File: config.mk
export PLATFORM = sky130hd
export DESIGN_NAME = port_clock_loopback_control
export DESIGN_NICKNAME = d
export VERILOG_FILES = /design/src/port_ctrl_pkg.sv /design/src/alarm_pin_select.sv /design/src/port_clock_loopback_control.sv
export SDC_FILE = /design/constraint.sdc
export NUM_CORES = 1
export LEC_CHECK = 0
export BUFFER_PORTS_ARGS = -buffer_cell sky130_fd_sc_hd__clkbuf_2
export CORE_ASPECT_RATIO = 0.8
export CORE_MARGIN = 2
export CORE_UTILIZATION = 40
export DETAILED_ROUTE_END_ITERATION = 8
export PLACE_DENSITY = 0.77
export SETUP_SLACK_MARGIN = 0.15
export SYNTH_ARGS = -nofsm -noshare
export SYNTH_HDL_FRONTEND = slang
export SYNTH_SLANG_ARGS = --single-unit
File: constraint.sdc
create_clock -name clk_i -period 4.1 [get_ports clk_i]
set_clock_uncertainty 0.15 [all_clocks]
set_input_delay 0.41 -clock clk_i [delete_from_list [all_inputs] [get_ports clk_i]]
set_output_delay 0.41 -clock clk_i [all_outputs]
set_load 0.05 [all_outputs]
File: src/port_ctrl_pkg.sv
// Constants for the per-port clock, pin and loopback control bank.
// Assumes a 32-bit classic Wishbone bus with byte addressing.
package port_ctrl_pkg;

  // Bus geometry
  localparam int ADR_W = 12;
  localparam int IDX_W = 10;

  // Register word indices; byte address is four times the index
  localparam logic [IDX_W-1:0] CLK_PIN_CTRL_IDX = 10'h014;
  localparam logic [IDX_W-1:0] LOOP_ALARM_CTRL_IDX = 10'h046;

  // Reset values and writable-bit masks
  localparam logic [15:0] CLK_PIN_CTRL_RST = 16'h0000;
  localparam logic [15:0] LOOP_ALARM_CTRL_RST = 16'h0000;
  localparam logic [15:0] CLK_PIN_CTRL_MASK = 16'h36FF;
  localparam logic [15:0] LOOP_ALARM_CTRL_MASK = 16'h07FF;

  // Clock/pin control field positions
  localparam int RX_CLOCK_PIN_SELECT_BIT = 13;
  localparam int RX_FRAME_PIN_SELECT_BIT = 12;
  localparam int TX_CLOCK_PIN_SELECT_BIT = 10;
  localparam int TX_FRAME_PIN_SELECT_BIT = 9;
  localparam int PORT_REF_SOURCE_SELECT_HI = 7;
  localparam int PORT_REF_SOURCE_SELECT_LO = 6;
  localparam int SECOND_TIMER_REF_SELECT_BIT = 5;
  localparam int LOOP_TIMING_ENABLE_BIT = 4;
  localparam int RATE_ADAPTER_TX_DISABLE_BIT = 3;
  localparam int RX_FRAMER_PIN_TIMING_BIT = 2;
  localparam int TX_FRAMER_PIN_TIMING_BIT = 1;
  localparam int TX_LINE_PIN_TIMING_BIT = 0;

  // Loopback and alarm pin field positions
  localparam int LOOPBACK_SELECT_HI = 10;
  localparam int LOOPBACK_SELECT_LO = 8;
  localparam int SECOND_PIN_ALARM_SELECT_HI = 7;
  localparam int SECOND_PIN_ALARM_SELECT_LO = 4;
  localparam int FIRST_PIN_ALARM_SELECT_HI = 3;
  localparam int FIRST_PIN_ALARM_SELECT_LO = 0;

  // Port reference source codes
  localparam logic [1:0] PORT_REF_RX_FRAMER = 2'h2;
  localparam logic [1:0] PORT_REF_TX_FRAMER = 2'h3;

  // Alarm vector positions
  localparam int ALARM_COUNT = 6;
  localparam int ALARM_LINE_LOS = 0;
  localparam int ALARM_OOF = 1;
  localparam int ALARM_LOF = 2;
  localparam int ALARM_AIS = 3;
  localparam int ALARM_RAI = 4;
  localparam int ALARM_IDLE = 5;

  // Loopback vector positions
  localparam int LOOP_ANALOG = 0;
  localparam int LOOP_LINE = 1;
  localparam int LOOP_PAYLOAD = 2;
  localparam int LOOP_DIAG = 3;

  // Transmit clock source
  typedef enum logic [1:0] {
    TX_SRC_INPUT_PIN = 2'h0,
    TX_SRC_RX_LINE = 2'h1,
    TX_SRC_RECOVERED = 2'h2,
    TX_SRC_RATE_ADAPTER = 2'h3
  } tx_clk_src_t;

  // Bus slave states
  typedef enum logic [1:0] {
    BUS_IDLE = 2'h0,
    BUS_ACK = 2'h1
  } bus_state_t;

endpackage

File: src/alarm_pin_select.sv
// Alarm multiplexer for one general-purpose pin.
// Assumes alarm inputs and enable are synchronous to clk_i.
`timescale 1ns/1ps
module alarm_pin_select #(
  parameter int ALARM_W = 6
) (
  // Clock and reset
  input wire logic clk_i,
  input wire logic rst_i,
  // Selection
  input wire logic [3:0] code_i,
  input wire logic [ALARM_W-1:0] alarms_i,
  input wire logic enable_i,
  // Pin drive
  output logic pin_o,
  output logic pin_oe_o
);
  import port_ctrl_pkg::*;

  typedef struct packed {
    logic pin;
    logic oe;
  } sel_state_t;

  sel_state_t st_reg;
  sel_state_t st_next;

  always_comb begin
    st_next = st_reg;
    st_next.oe = enable_i;
    case (code_i)
      4'h0: st_next.pin = alarms_i[ALARM_LINE_LOS];
      4'h1: st_next.pin = alarms_i[ALARM_OOF];
      4'h2: st_next.pin = alarms_i[ALARM_LOF];
      4'h3: st_next.pin = alarms_i[ALARM_AIS];
      4'h4: st_next.pin = alarms_i[ALARM_RAI];
      4'h5: st_next.pin = alarms_i[ALARM_IDLE];
      4'hB, 4'hD: st_next.pin = alarms_i[ALARM_LINE_LOS] | alarms_i[ALARM_LOF] | alarms_i[ALARM_AIS];
      4'hE: st_next.pin = alarms_i[ALARM_RAI] | alarms_i[ALARM_IDLE];
      4'hF: st_next.pin = |alarms_i;
      default: st_next.pin = 1'b0;
    endcase
    // Pin level only meaningful while enabled for output
    if (!enable_i) begin
      st_next.pin = 1'b0;
    end
  end

  always_ff @(posedge clk_i) begin
    if (rst_i) begin
      st_reg <= '0;
    end else begin
      st_reg <= st_next;
    end
  end

  assign pin_o = st_reg.pin;
  assign pin_oe_o = st_reg.oe;

endmodule // alarm_pin_select

File: src/port_clock_loopback_control.sv
// Per-port clock pin, reference, loopback and alarm pin control bank.
// Assumes a 32-bit classic Wishbone master on clk_i and same-clock port signals.
//
// Functional notes
// - Bit 13 routes receive clock pin: gapped clock when clear, clock output when set.
// - Bit 12 routes receive frame pin: data enable when clear, frame start when set.
// - Bit 10 routes transmit clock pin: gapped clock when clear, clock output when set.
// - Bit 9 routes transmit frame pin: data enable when clear, frame start when set.
// - Port 8 kHz reference: code 10 receive framer, 11 transmit framer, 0X undefined.
// - Bit 5 picks the one-second timer reference: global or the port's own.
// - Bit 4 loop timing takes transmit clock from receive side, ignoring input pin, unless bit 3 is clear and the rate adapter is needed.
// - Bit 3 set forbids rate-adapter transmit clock; input pin used without loopback.
// - Bit 2 selects receive framer pin timing: output clocks or input clocks.
// - Bit 1 selects transmit framer pin timing: output clocks or input clocks.
// - Bit 0 selects transmit line pin timing: output clocks or input clocks.
// - Three-bit loopback field decodes analog, line, payload, diagnostic combinations.
// - Bits 7..4 choose the alarm on the second pin when enabled.
// - Bits 3..0 choose the alarm on the first pin when enabled.
// - Alarm codes map single alarms and OR combinations; 1111 ORs all six.
`timescale 1ns/1ps
module port_clock_loopback_control (
  // Clock and reset
  input wire logic clk_i,
  input wire logic rst_i,
  // Wishbone slave
  input wire logic cyc_i,
  input wire logic stb_i,
  input wire logic we_i,
  input wire logic [port_ctrl_pkg::ADR_W-1:0] adr_i,
  input wire logic [3:0] sel_i,
  input wire logic [31:0] dat_i,
  output logic [31:0] dat_o,
  output logic ack_o,
  // Receive side sources for shared pins
  input wire logic rx_gapped_clock_i,
  input wire logic rx_clock_output_i,
  input wire logic rx_frame_start_out_i,
  input wire logic rx_data_enable_i,
  // Transmit side sources for shared pins
  input wire logic tx_gapped_clock_i,
  input wire logic tx_clock_output_i,
  input wire logic tx_frame_start_out_i,
  input wire logic tx_data_enable_i,
  // Shared pin levels
  output logic rx_clock_pin_o,
  output logic rx_frame_pin_o,
  output logic tx_clock_pin_o,
  output logic tx_frame_pin_o,
  // 8 kHz references
  input wire logic rx_framer_8k_i,
  input wire logic tx_framer_8k_i,
  input wire logic global_8k_i,
  output logic port_ref_8k_o,
  output logic port_ref_valid_o,
  output logic second_timer_ref_o,
  // Transmit clock source steering
  input wire logic line_interface_enabled_i,
  input wire logic rate_adapter_needed_i,
  output port_ctrl_pkg::tx_clk_src_t tx_clock_source_o,
  // Pin timing references
  output logic rx_framer_pin_timing_o,
  output logic tx_framer_pin_timing_o,
  output logic tx_line_pin_timing_o,
  // Loopbacks
  output logic analog_loop_o,
  output logic line_loop_o,
  output logic payload_loop_o,
  output logic diagnostic_loop_o,
  // Alarm status and general-purpose pins
  input wire logic [port_ctrl_pkg::ALARM_COUNT-1:0] alarms_i,
  input wire logic first_pin_output_enable_i,
  input wire logic second_pin_output_enable_i,
  output logic first_pin_o,
  output logic first_pin_oe_o,
  output logic second_pin_o,
  output logic second_pin_oe_o
);
  import port_ctrl_pkg::*;

  typedef struct packed {
    bus_state_t bus;
    logic [31:0] rdata;
    logic [15:0] clk_ctrl;
    logic [15:0] loop_ctrl;
    logic rx_clk_pin;
    logic rx_frame_pin;
    logic tx_clk_pin;
    logic tx_frame_pin;
    logic port_ref;
    logic port_ref_valid;
    logic timer_ref;
    tx_clk_src_t tx_src;
    logic [3:0] loops;
  } ctrl_state_t;

  ctrl_state_t st_reg;
  ctrl_state_t st_next;

  logic req;
  logic [IDX_W-1:0] word_idx;
  logic hit_clk;
  logic hit_loop;
  logic [15:0] lane_mask;
  logic [1:0] ref_sel;
  logic [2:0] loop_sel;
  logic any_loop;

  assign req = cyc_i & stb_i;
  assign word_idx = adr_i[ADR_W-1:2];
  assign hit_clk = (word_idx == CLK_PIN_CTRL_IDX);
  assign hit_loop = (word_idx == LOOP_ALARM_CTRL_IDX);
  assign lane_mask = {{8{sel_i[1]}}, {8{sel_i[0]}}};
  assign ref_sel = st_reg.clk_ctrl[PORT_REF_SOURCE_SELECT_HI:PORT_REF_SOURCE_SELECT_LO];
  assign loop_sel = st_reg.loop_ctrl[LOOPBACK_SELECT_HI:LOOPBACK_SELECT_LO];
  assign any_loop = |st_reg.loops;

  always_comb begin
    st_next = st_reg;

    // Bus slave: one wait cycle, ack for one cycle, then release
    case (st_reg.bus)
      BUS_IDLE: begin
        if (req) begin
          st_next.bus = BUS_ACK;
          st_next.rdata = 32'h0000_0000;
          if (hit_clk) begin
            st_next.rdata = {16'h0000, st_reg.clk_ctrl};
          end else if (hit_loop) begin
            st_next.rdata = {16'h0000, st_reg.loop_ctrl};
          end
          if (we_i && hit_clk) begin
            st_next.clk_ctrl = ((st_reg.clk_ctrl & ~lane_mask) | (dat_i[15:0] & lane_mask))
                               & CLK_PIN_CTRL_MASK;
          end
          if (we_i && hit_loop) begin
            st_next.loop_ctrl = ((st_reg.loop_ctrl & ~lane_mask) | (dat_i[15:0] & lane_mask))
                                & LOOP_ALARM_CTRL_MASK;
          end
        end
      end
      BUS_ACK: begin
        st_next.bus = BUS_IDLE;
      end
      default: begin
        st_next.bus = BUS_IDLE;
      end
    endcase

    // Shared pin functions
    st_next.rx_clk_pin = st_reg.clk_ctrl[RX_CLOCK_PIN_SELECT_BIT] ?
                         rx_clock_output_i : rx_gapped_clock_i;
    st_next.rx_frame_pin = st_reg.clk_ctrl[RX_FRAME_PIN_SELECT_BIT] ?
                           rx_frame_start_out_i : rx_data_enable_i;
    st_next.tx_clk_pin = st_reg.clk_ctrl[TX_CLOCK_PIN_SELECT_BIT] ?
                         tx_clock_output_i : tx_gapped_clock_i;
    st_next.tx_frame_pin = st_reg.clk_ctrl[TX_FRAME_PIN_SELECT_BIT] ?
                           tx_frame_start_out_i : tx_data_enable_i;

    // Port 8 kHz reference; undefined codes give a low level and no valid
    case (ref_sel)
      PORT_REF_RX_FRAMER: begin
        st_next.port_ref = rx_framer_8k_i;
        st_next.port_ref_valid = 1'b1;
      end
      PORT_REF_TX_FRAMER: begin
        st_next.port_ref = tx_framer_8k_i;
        st_next.port_ref_valid = 1'b1;
      end
      default: begin
        st_next.port_ref = 1'b0;
        st_next.port_ref_valid = 1'b0;
      end
    endcase

    // One-second timer reference
    if (st_reg.clk_ctrl[SECOND_TIMER_REF_SELECT_BIT]) begin
      st_next.timer_ref = st_next.port_ref;
    end else begin
      st_next.timer_ref = global_8k_i;
    end

    // Loopback decode
    case (loop_sel)
      3'h0: st_next.loops = 4'h0;
      3'h1: st_next.loops = 4'h1 << LOOP_ANALOG;
      3'h2: st_next.loops = 4'h1 << LOOP_LINE;
      3'h3: st_next.loops = 4'h1 << LOOP_PAYLOAD;
      3'h6: st_next.loops = (4'h1 << LOOP_LINE) | (4'h1 << LOOP_DIAG);
      default: st_next.loops = 4'h1 << LOOP_DIAG;
    endcase

    // Transmit clock source
    if (st_reg.clk_ctrl[LOOP_TIMING_ENABLE_BIT]) begin
      if (!st_reg.clk_ctrl[RATE_ADAPTER_TX_DISABLE_BIT] && rate_adapter_needed_i) begin
        st_next.tx_src = TX_SRC_RATE_ADAPTER;
      end else if (line_interface_enabled_i) begin
        st_next.tx_src = TX_SRC_RECOVERED;
      end else begin
        st_next.tx_src = TX_SRC_RX_LINE;
      end
    end else if (!st_reg.clk_ctrl[RATE_ADAPTER_TX_DISABLE_BIT] && rate_adapter_needed_i) begin
      st_next.tx_src = TX_SRC_RATE_ADAPTER;
    end else if (any_loop) begin
      // Loopbacks time transmit from the receive line side
      st_next.tx_src = line_interface_enabled_i ? TX_SRC_RECOVERED : TX_SRC_RX_LINE;
    end else begin
      st_next.tx_src = TX_SRC_INPUT_PIN;
    end
  end

  always_ff @(posedge clk_i) begin
    if (rst_i) begin
      st_reg <= '0;
      st_reg.bus <= BUS_IDLE;
      st_reg.clk_ctrl <= CLK_PIN_CTRL_RST;
      st_reg.loop_ctrl <= LOOP_ALARM_CTRL_RST;
      st_reg.tx_src <= TX_SRC_INPUT_PIN;
    end else begin
      st_reg <= st_next;
    end
  end

  // Alarm pins
  alarm_pin_select #(
    .ALARM_W(ALARM_COUNT)
  ) first_pin_sel (
    .clk_i(clk_i),
    .rst_i(rst_i),
    .code_i(st_reg.loop_ctrl[FIRST_PIN_ALARM_SELECT_HI:FIRST_PIN_ALARM_SELECT_LO]),
    .alarms_i(alarms_i),
    .enable_i(first_pin_output_enable_i),
    .pin_o(first_pin_o),
    .pin_oe_o(first_pin_oe_o)
  );

  alarm_pin_select #(
    .ALARM_W(ALARM_COUNT)
  ) second_pin_sel (
    .clk_i(clk_i),
    .rst_i(rst_i),
    .code_i(st_reg.loop_ctrl[SECOND_PIN_ALARM_SELECT_HI:SECOND_PIN_ALARM_SELECT_LO]),
    .alarms_i(alarms_i),
    .enable_i(second_pin_output_enable_i),
    .pin_o(second_pin_o),
    .pin_oe_o(second_pin_oe_o)
  );

  // Outputs
  assign ack_o = (st_reg.bus == BUS_ACK);
  assign dat_o = st_reg.rdata;
  assign rx_clock_pin_o = st_reg.rx_clk_pin;
  assign rx_frame_pin_o = st_reg.rx_frame_pin;
  assign tx_clock_pin_o = st_reg.tx_clk_pin;
  assign tx_frame_pin_o = st_reg.tx_frame_pin;
  assign port_ref_8k_o = st_reg.port_ref;
  assign port_ref_valid_o = st_reg.port_ref_valid;
  assign second_timer_ref_o = st_reg.timer_ref;
  assign tx_clock_source_o = st_reg.tx_src;
  assign rx_framer_pin_timing_o = st_reg.clk_ctrl[RX_FRAMER_PIN_TIMING_BIT];
  assign tx_framer_pin_timing_o = st_reg.clk_ctrl[TX_FRAMER_PIN_TIMING_BIT];
  assign tx_line_pin_timing_o = st_reg.clk_ctrl[TX_LINE_PIN_TIMING_BIT];
  assign analog_loop_o = st_reg.loops[LOOP_ANALOG];
  assign line_loop_o = st_reg.loops[LOOP_LINE];
  assign payload_loop_o = st_reg.loops[LOOP_PAYLOAD];
  assign diagnostic_loop_o = st_reg.loops[LOOP_DIAG];

endmodule // port_clock_loopback_control

==> impl_metrics.yaml <==
layout:
  fillers: 588
  diodes: 0
  multi_input_area_um2: 1150
  drive_gt1_share_pct: 28.7
  seq_area_um2: 1080
  areaGrowthSynthToFinish_pct: 14.4
  final_nets: 429
floorplan:
  die_area_um2: 7010
  die_y_um: 75.3
  core-area_um2: 6040
  initial_core_util_pct: 42.1
  num_rows: 25
  io_pins: 127
  die_w_um: 93.1
timing:
  slew_viol_final: 0
  holdWs_ns: 0.182
  rsz0062_at_grt: "no"
  hold_viol: 0
  layout_min_cycle_time_ns: 2.39
  slew_headroom_pct: 24.8
  tns_ns: 0
  worst_pin_slew_ns: 1.12
  fin_crit_sh_pct: 58.4
  max_clock_freq_ghz: 0.418
  setup_viol: 0
global_route:
  antenna_found_initial: 0
  first_global_vias: 2039
  grt_max_degree: 52
  grt.overflow.total: 0
  gr-usage-all-layers_pct: 18.1
  grt_pass1_wl_um: 9890
synthesis:
  synthTopCellsByArea: "dfxtp_1, buf_4, a21oi_1"
  ys_seq_area_share_pct: 42.5
  synth_common_cells: "dfxtp_1, buf_4, a21oi_1"
  async_flop_share_pct: 0
  ys_ff_latch: 54
  ys_types: 43
  yosysTopAreaCell: "dfxtp_1"
  synth_area_um2: 2540
  synth-edff-count: 0
  ys.flop_type: "dfxtp_1"
  synth_most_common_cell: "dfxtp_1"
  yosysTopAreaCellShare_pct: 42.5
  ys_warn_count: 0
  synthCells: 299
  syn_area_per_cell_um2: 8.50
clocking:
  clk_pin_slew_ns: 0.09
  cts.sinks: 54
  numCtsBuffers: 5
  hold_buffers: 0
  cts-root-buf: "clkbuf_8"
  cts_tree: "done"
  cts_max_path_buffers: 2
  post_cts_resized: 0
  clk_latency_ns: 0.31
  postCtsSetupRepairBufs: 0
  htree_levels: 2
power:
  powerDensity_nw_per_um2: 364
  p_total_mw: 1.06
  p_leak_nw: 1.18
  ir_worst_vdd_mv: 0.126
placement:
  portBuffers: 84
  gpl.final_weighted_congestion: 0.751
  dp_hpwl_um: 4550
detailed_routing:
  wl_met3_um: 499
  routed.top_layer: "met4"
  wl_per_cell_um: 14.2
  num_vias: 2242
  drtPass1Iterations: 4
  m1WireLength_um: 2870
  detail_route.iter0.violations: 221
  drc_errors: 0
  detail-route-antenna-nets: 0
  routed_via_density: 5.13
  dr_wl_met2_um: 2780
  drt_wl_total_um: 6220
setup_path:
  reg2reg_from: "st_reg[77]"
  path_class: "input port to flip-flop"
  startpoint_type: "input port"
  crit_path_start: "adr_i[5]"
  critical_path_required_ns: 4.18
  end_kind: "flip-flop"
  ff2ff_setup_slack_ns: 1.98
  cp.arrival_ns: 2.47
  cp_max_fo: 12
  reg2reg_depth: 5
min_path:
  hold_class: "input port to flip-flop"
  hp-start: "tx_data_enable_i"
job:
  drv_cap: 0
outcome:
  status: "complete, no violations"
[area by class of cell]
type / count / area share, %
Sequential cell: 54 / 37.2
Clock inverter: 3 / 1.38
Timing Repair Buffer: 88 / 15.5
Clock buffer: 5 / 2.37
Tap cell: 81 / 3.49
Multi-Input combinational cell: 203 / 39.7
Inverter: 3 / 0.387
[routing by layer]
layer	vias to the layer above	track usage [%]
met3	5	5.24
met4	0	5.72
met2	83	28.3
met1	1029	24.5
li1	1125	-
met5	-	0
[critical path: stages]
cell and delay, ns:
clkbuf_2 0.07, or4b_1 0.64, nor4_2 0.99, nand3_1 0.17
a21oi_1 0.18
[power breakdown]
part | leakage (nW) | switching, mW | total [mW] | internal, mW
sequential | 0.439 | 0.00510 | 0.541 | 0.536
combinational | 0.687 | 0.126 | 0.165 | 0.0390
clock | 0.0579 | 0.173 | 0.353 | 0.180
[cell usage in the layout (no fill, tap or decap), types with 2 or more instances in the layout]
cell type / count
clkbuf_8: 5
conb_1: 19
or4_4: 2
o21ai_0: 5
nand2_1: 13
dfxtp_1: 54
nor3b_1: 2
a221oi_1: 11
nor3_1: 12
o21ai_1: 20
nand3_1: 29
nand3b_1: 2
a21oi_1: 31
mux2i_1: 9
o211ai_1: 2
buf_4: 4
clkinv_2: 2
nor2_1: 18
clkbuf_2: 84
nand2b_1: 3
mux2_2: 2
nor2b_1: 4
inv_1: 3
[metrics by stage]
step | instances | utilization (%) | cell area (µm²) | setup slack [ns]
3_5_place_dp | 429 | 46.3 | 2800 | 1.39
2_1_floorplan | 317 | - | 2610 | 1.91
6_report | 437 | 48.1 | 2910 | 1.71
3_3_place_gp | 429 | 46.3 | 2800 | 1.36
4_1_cts | 437 | 48.1 | 2910 | 1.73
5_1_grt | 437 | 48.1 | 2910 | 1.45
[cells by family (layout without fill, tap and decap cells)]
logic type	after synthesis	count (layout)	share of synthesized area, %
AO/OA/AOI/OAI	76	76	17.7
adder cells (fa/ha/maj)	1	1	0.394
buffers and inverters	60	99	14.7
flip-flops	54	54	42.5
multiplexers	11	11	4.43
other	1	19	0.148
AND/OR/NAND/NOR	96	96	20.0
[worst min-delay path by stage]
stage                              endpoint  slack, ns  cells after the start
finish                       tx_frame_pin_o       0.18                      3
global route        second_pin_sel.pin_oe_o       0.17                      2
CTS                          rx_frame_pin_o       0.18                      3
detailed placement                dat_o[13]       0.30                      2
global placement                  dat_o[13]       0.29                      2
floorplan                       line_loop_o       0.28                      1
No activity file was read; power rests on OpenSTA's default activity.
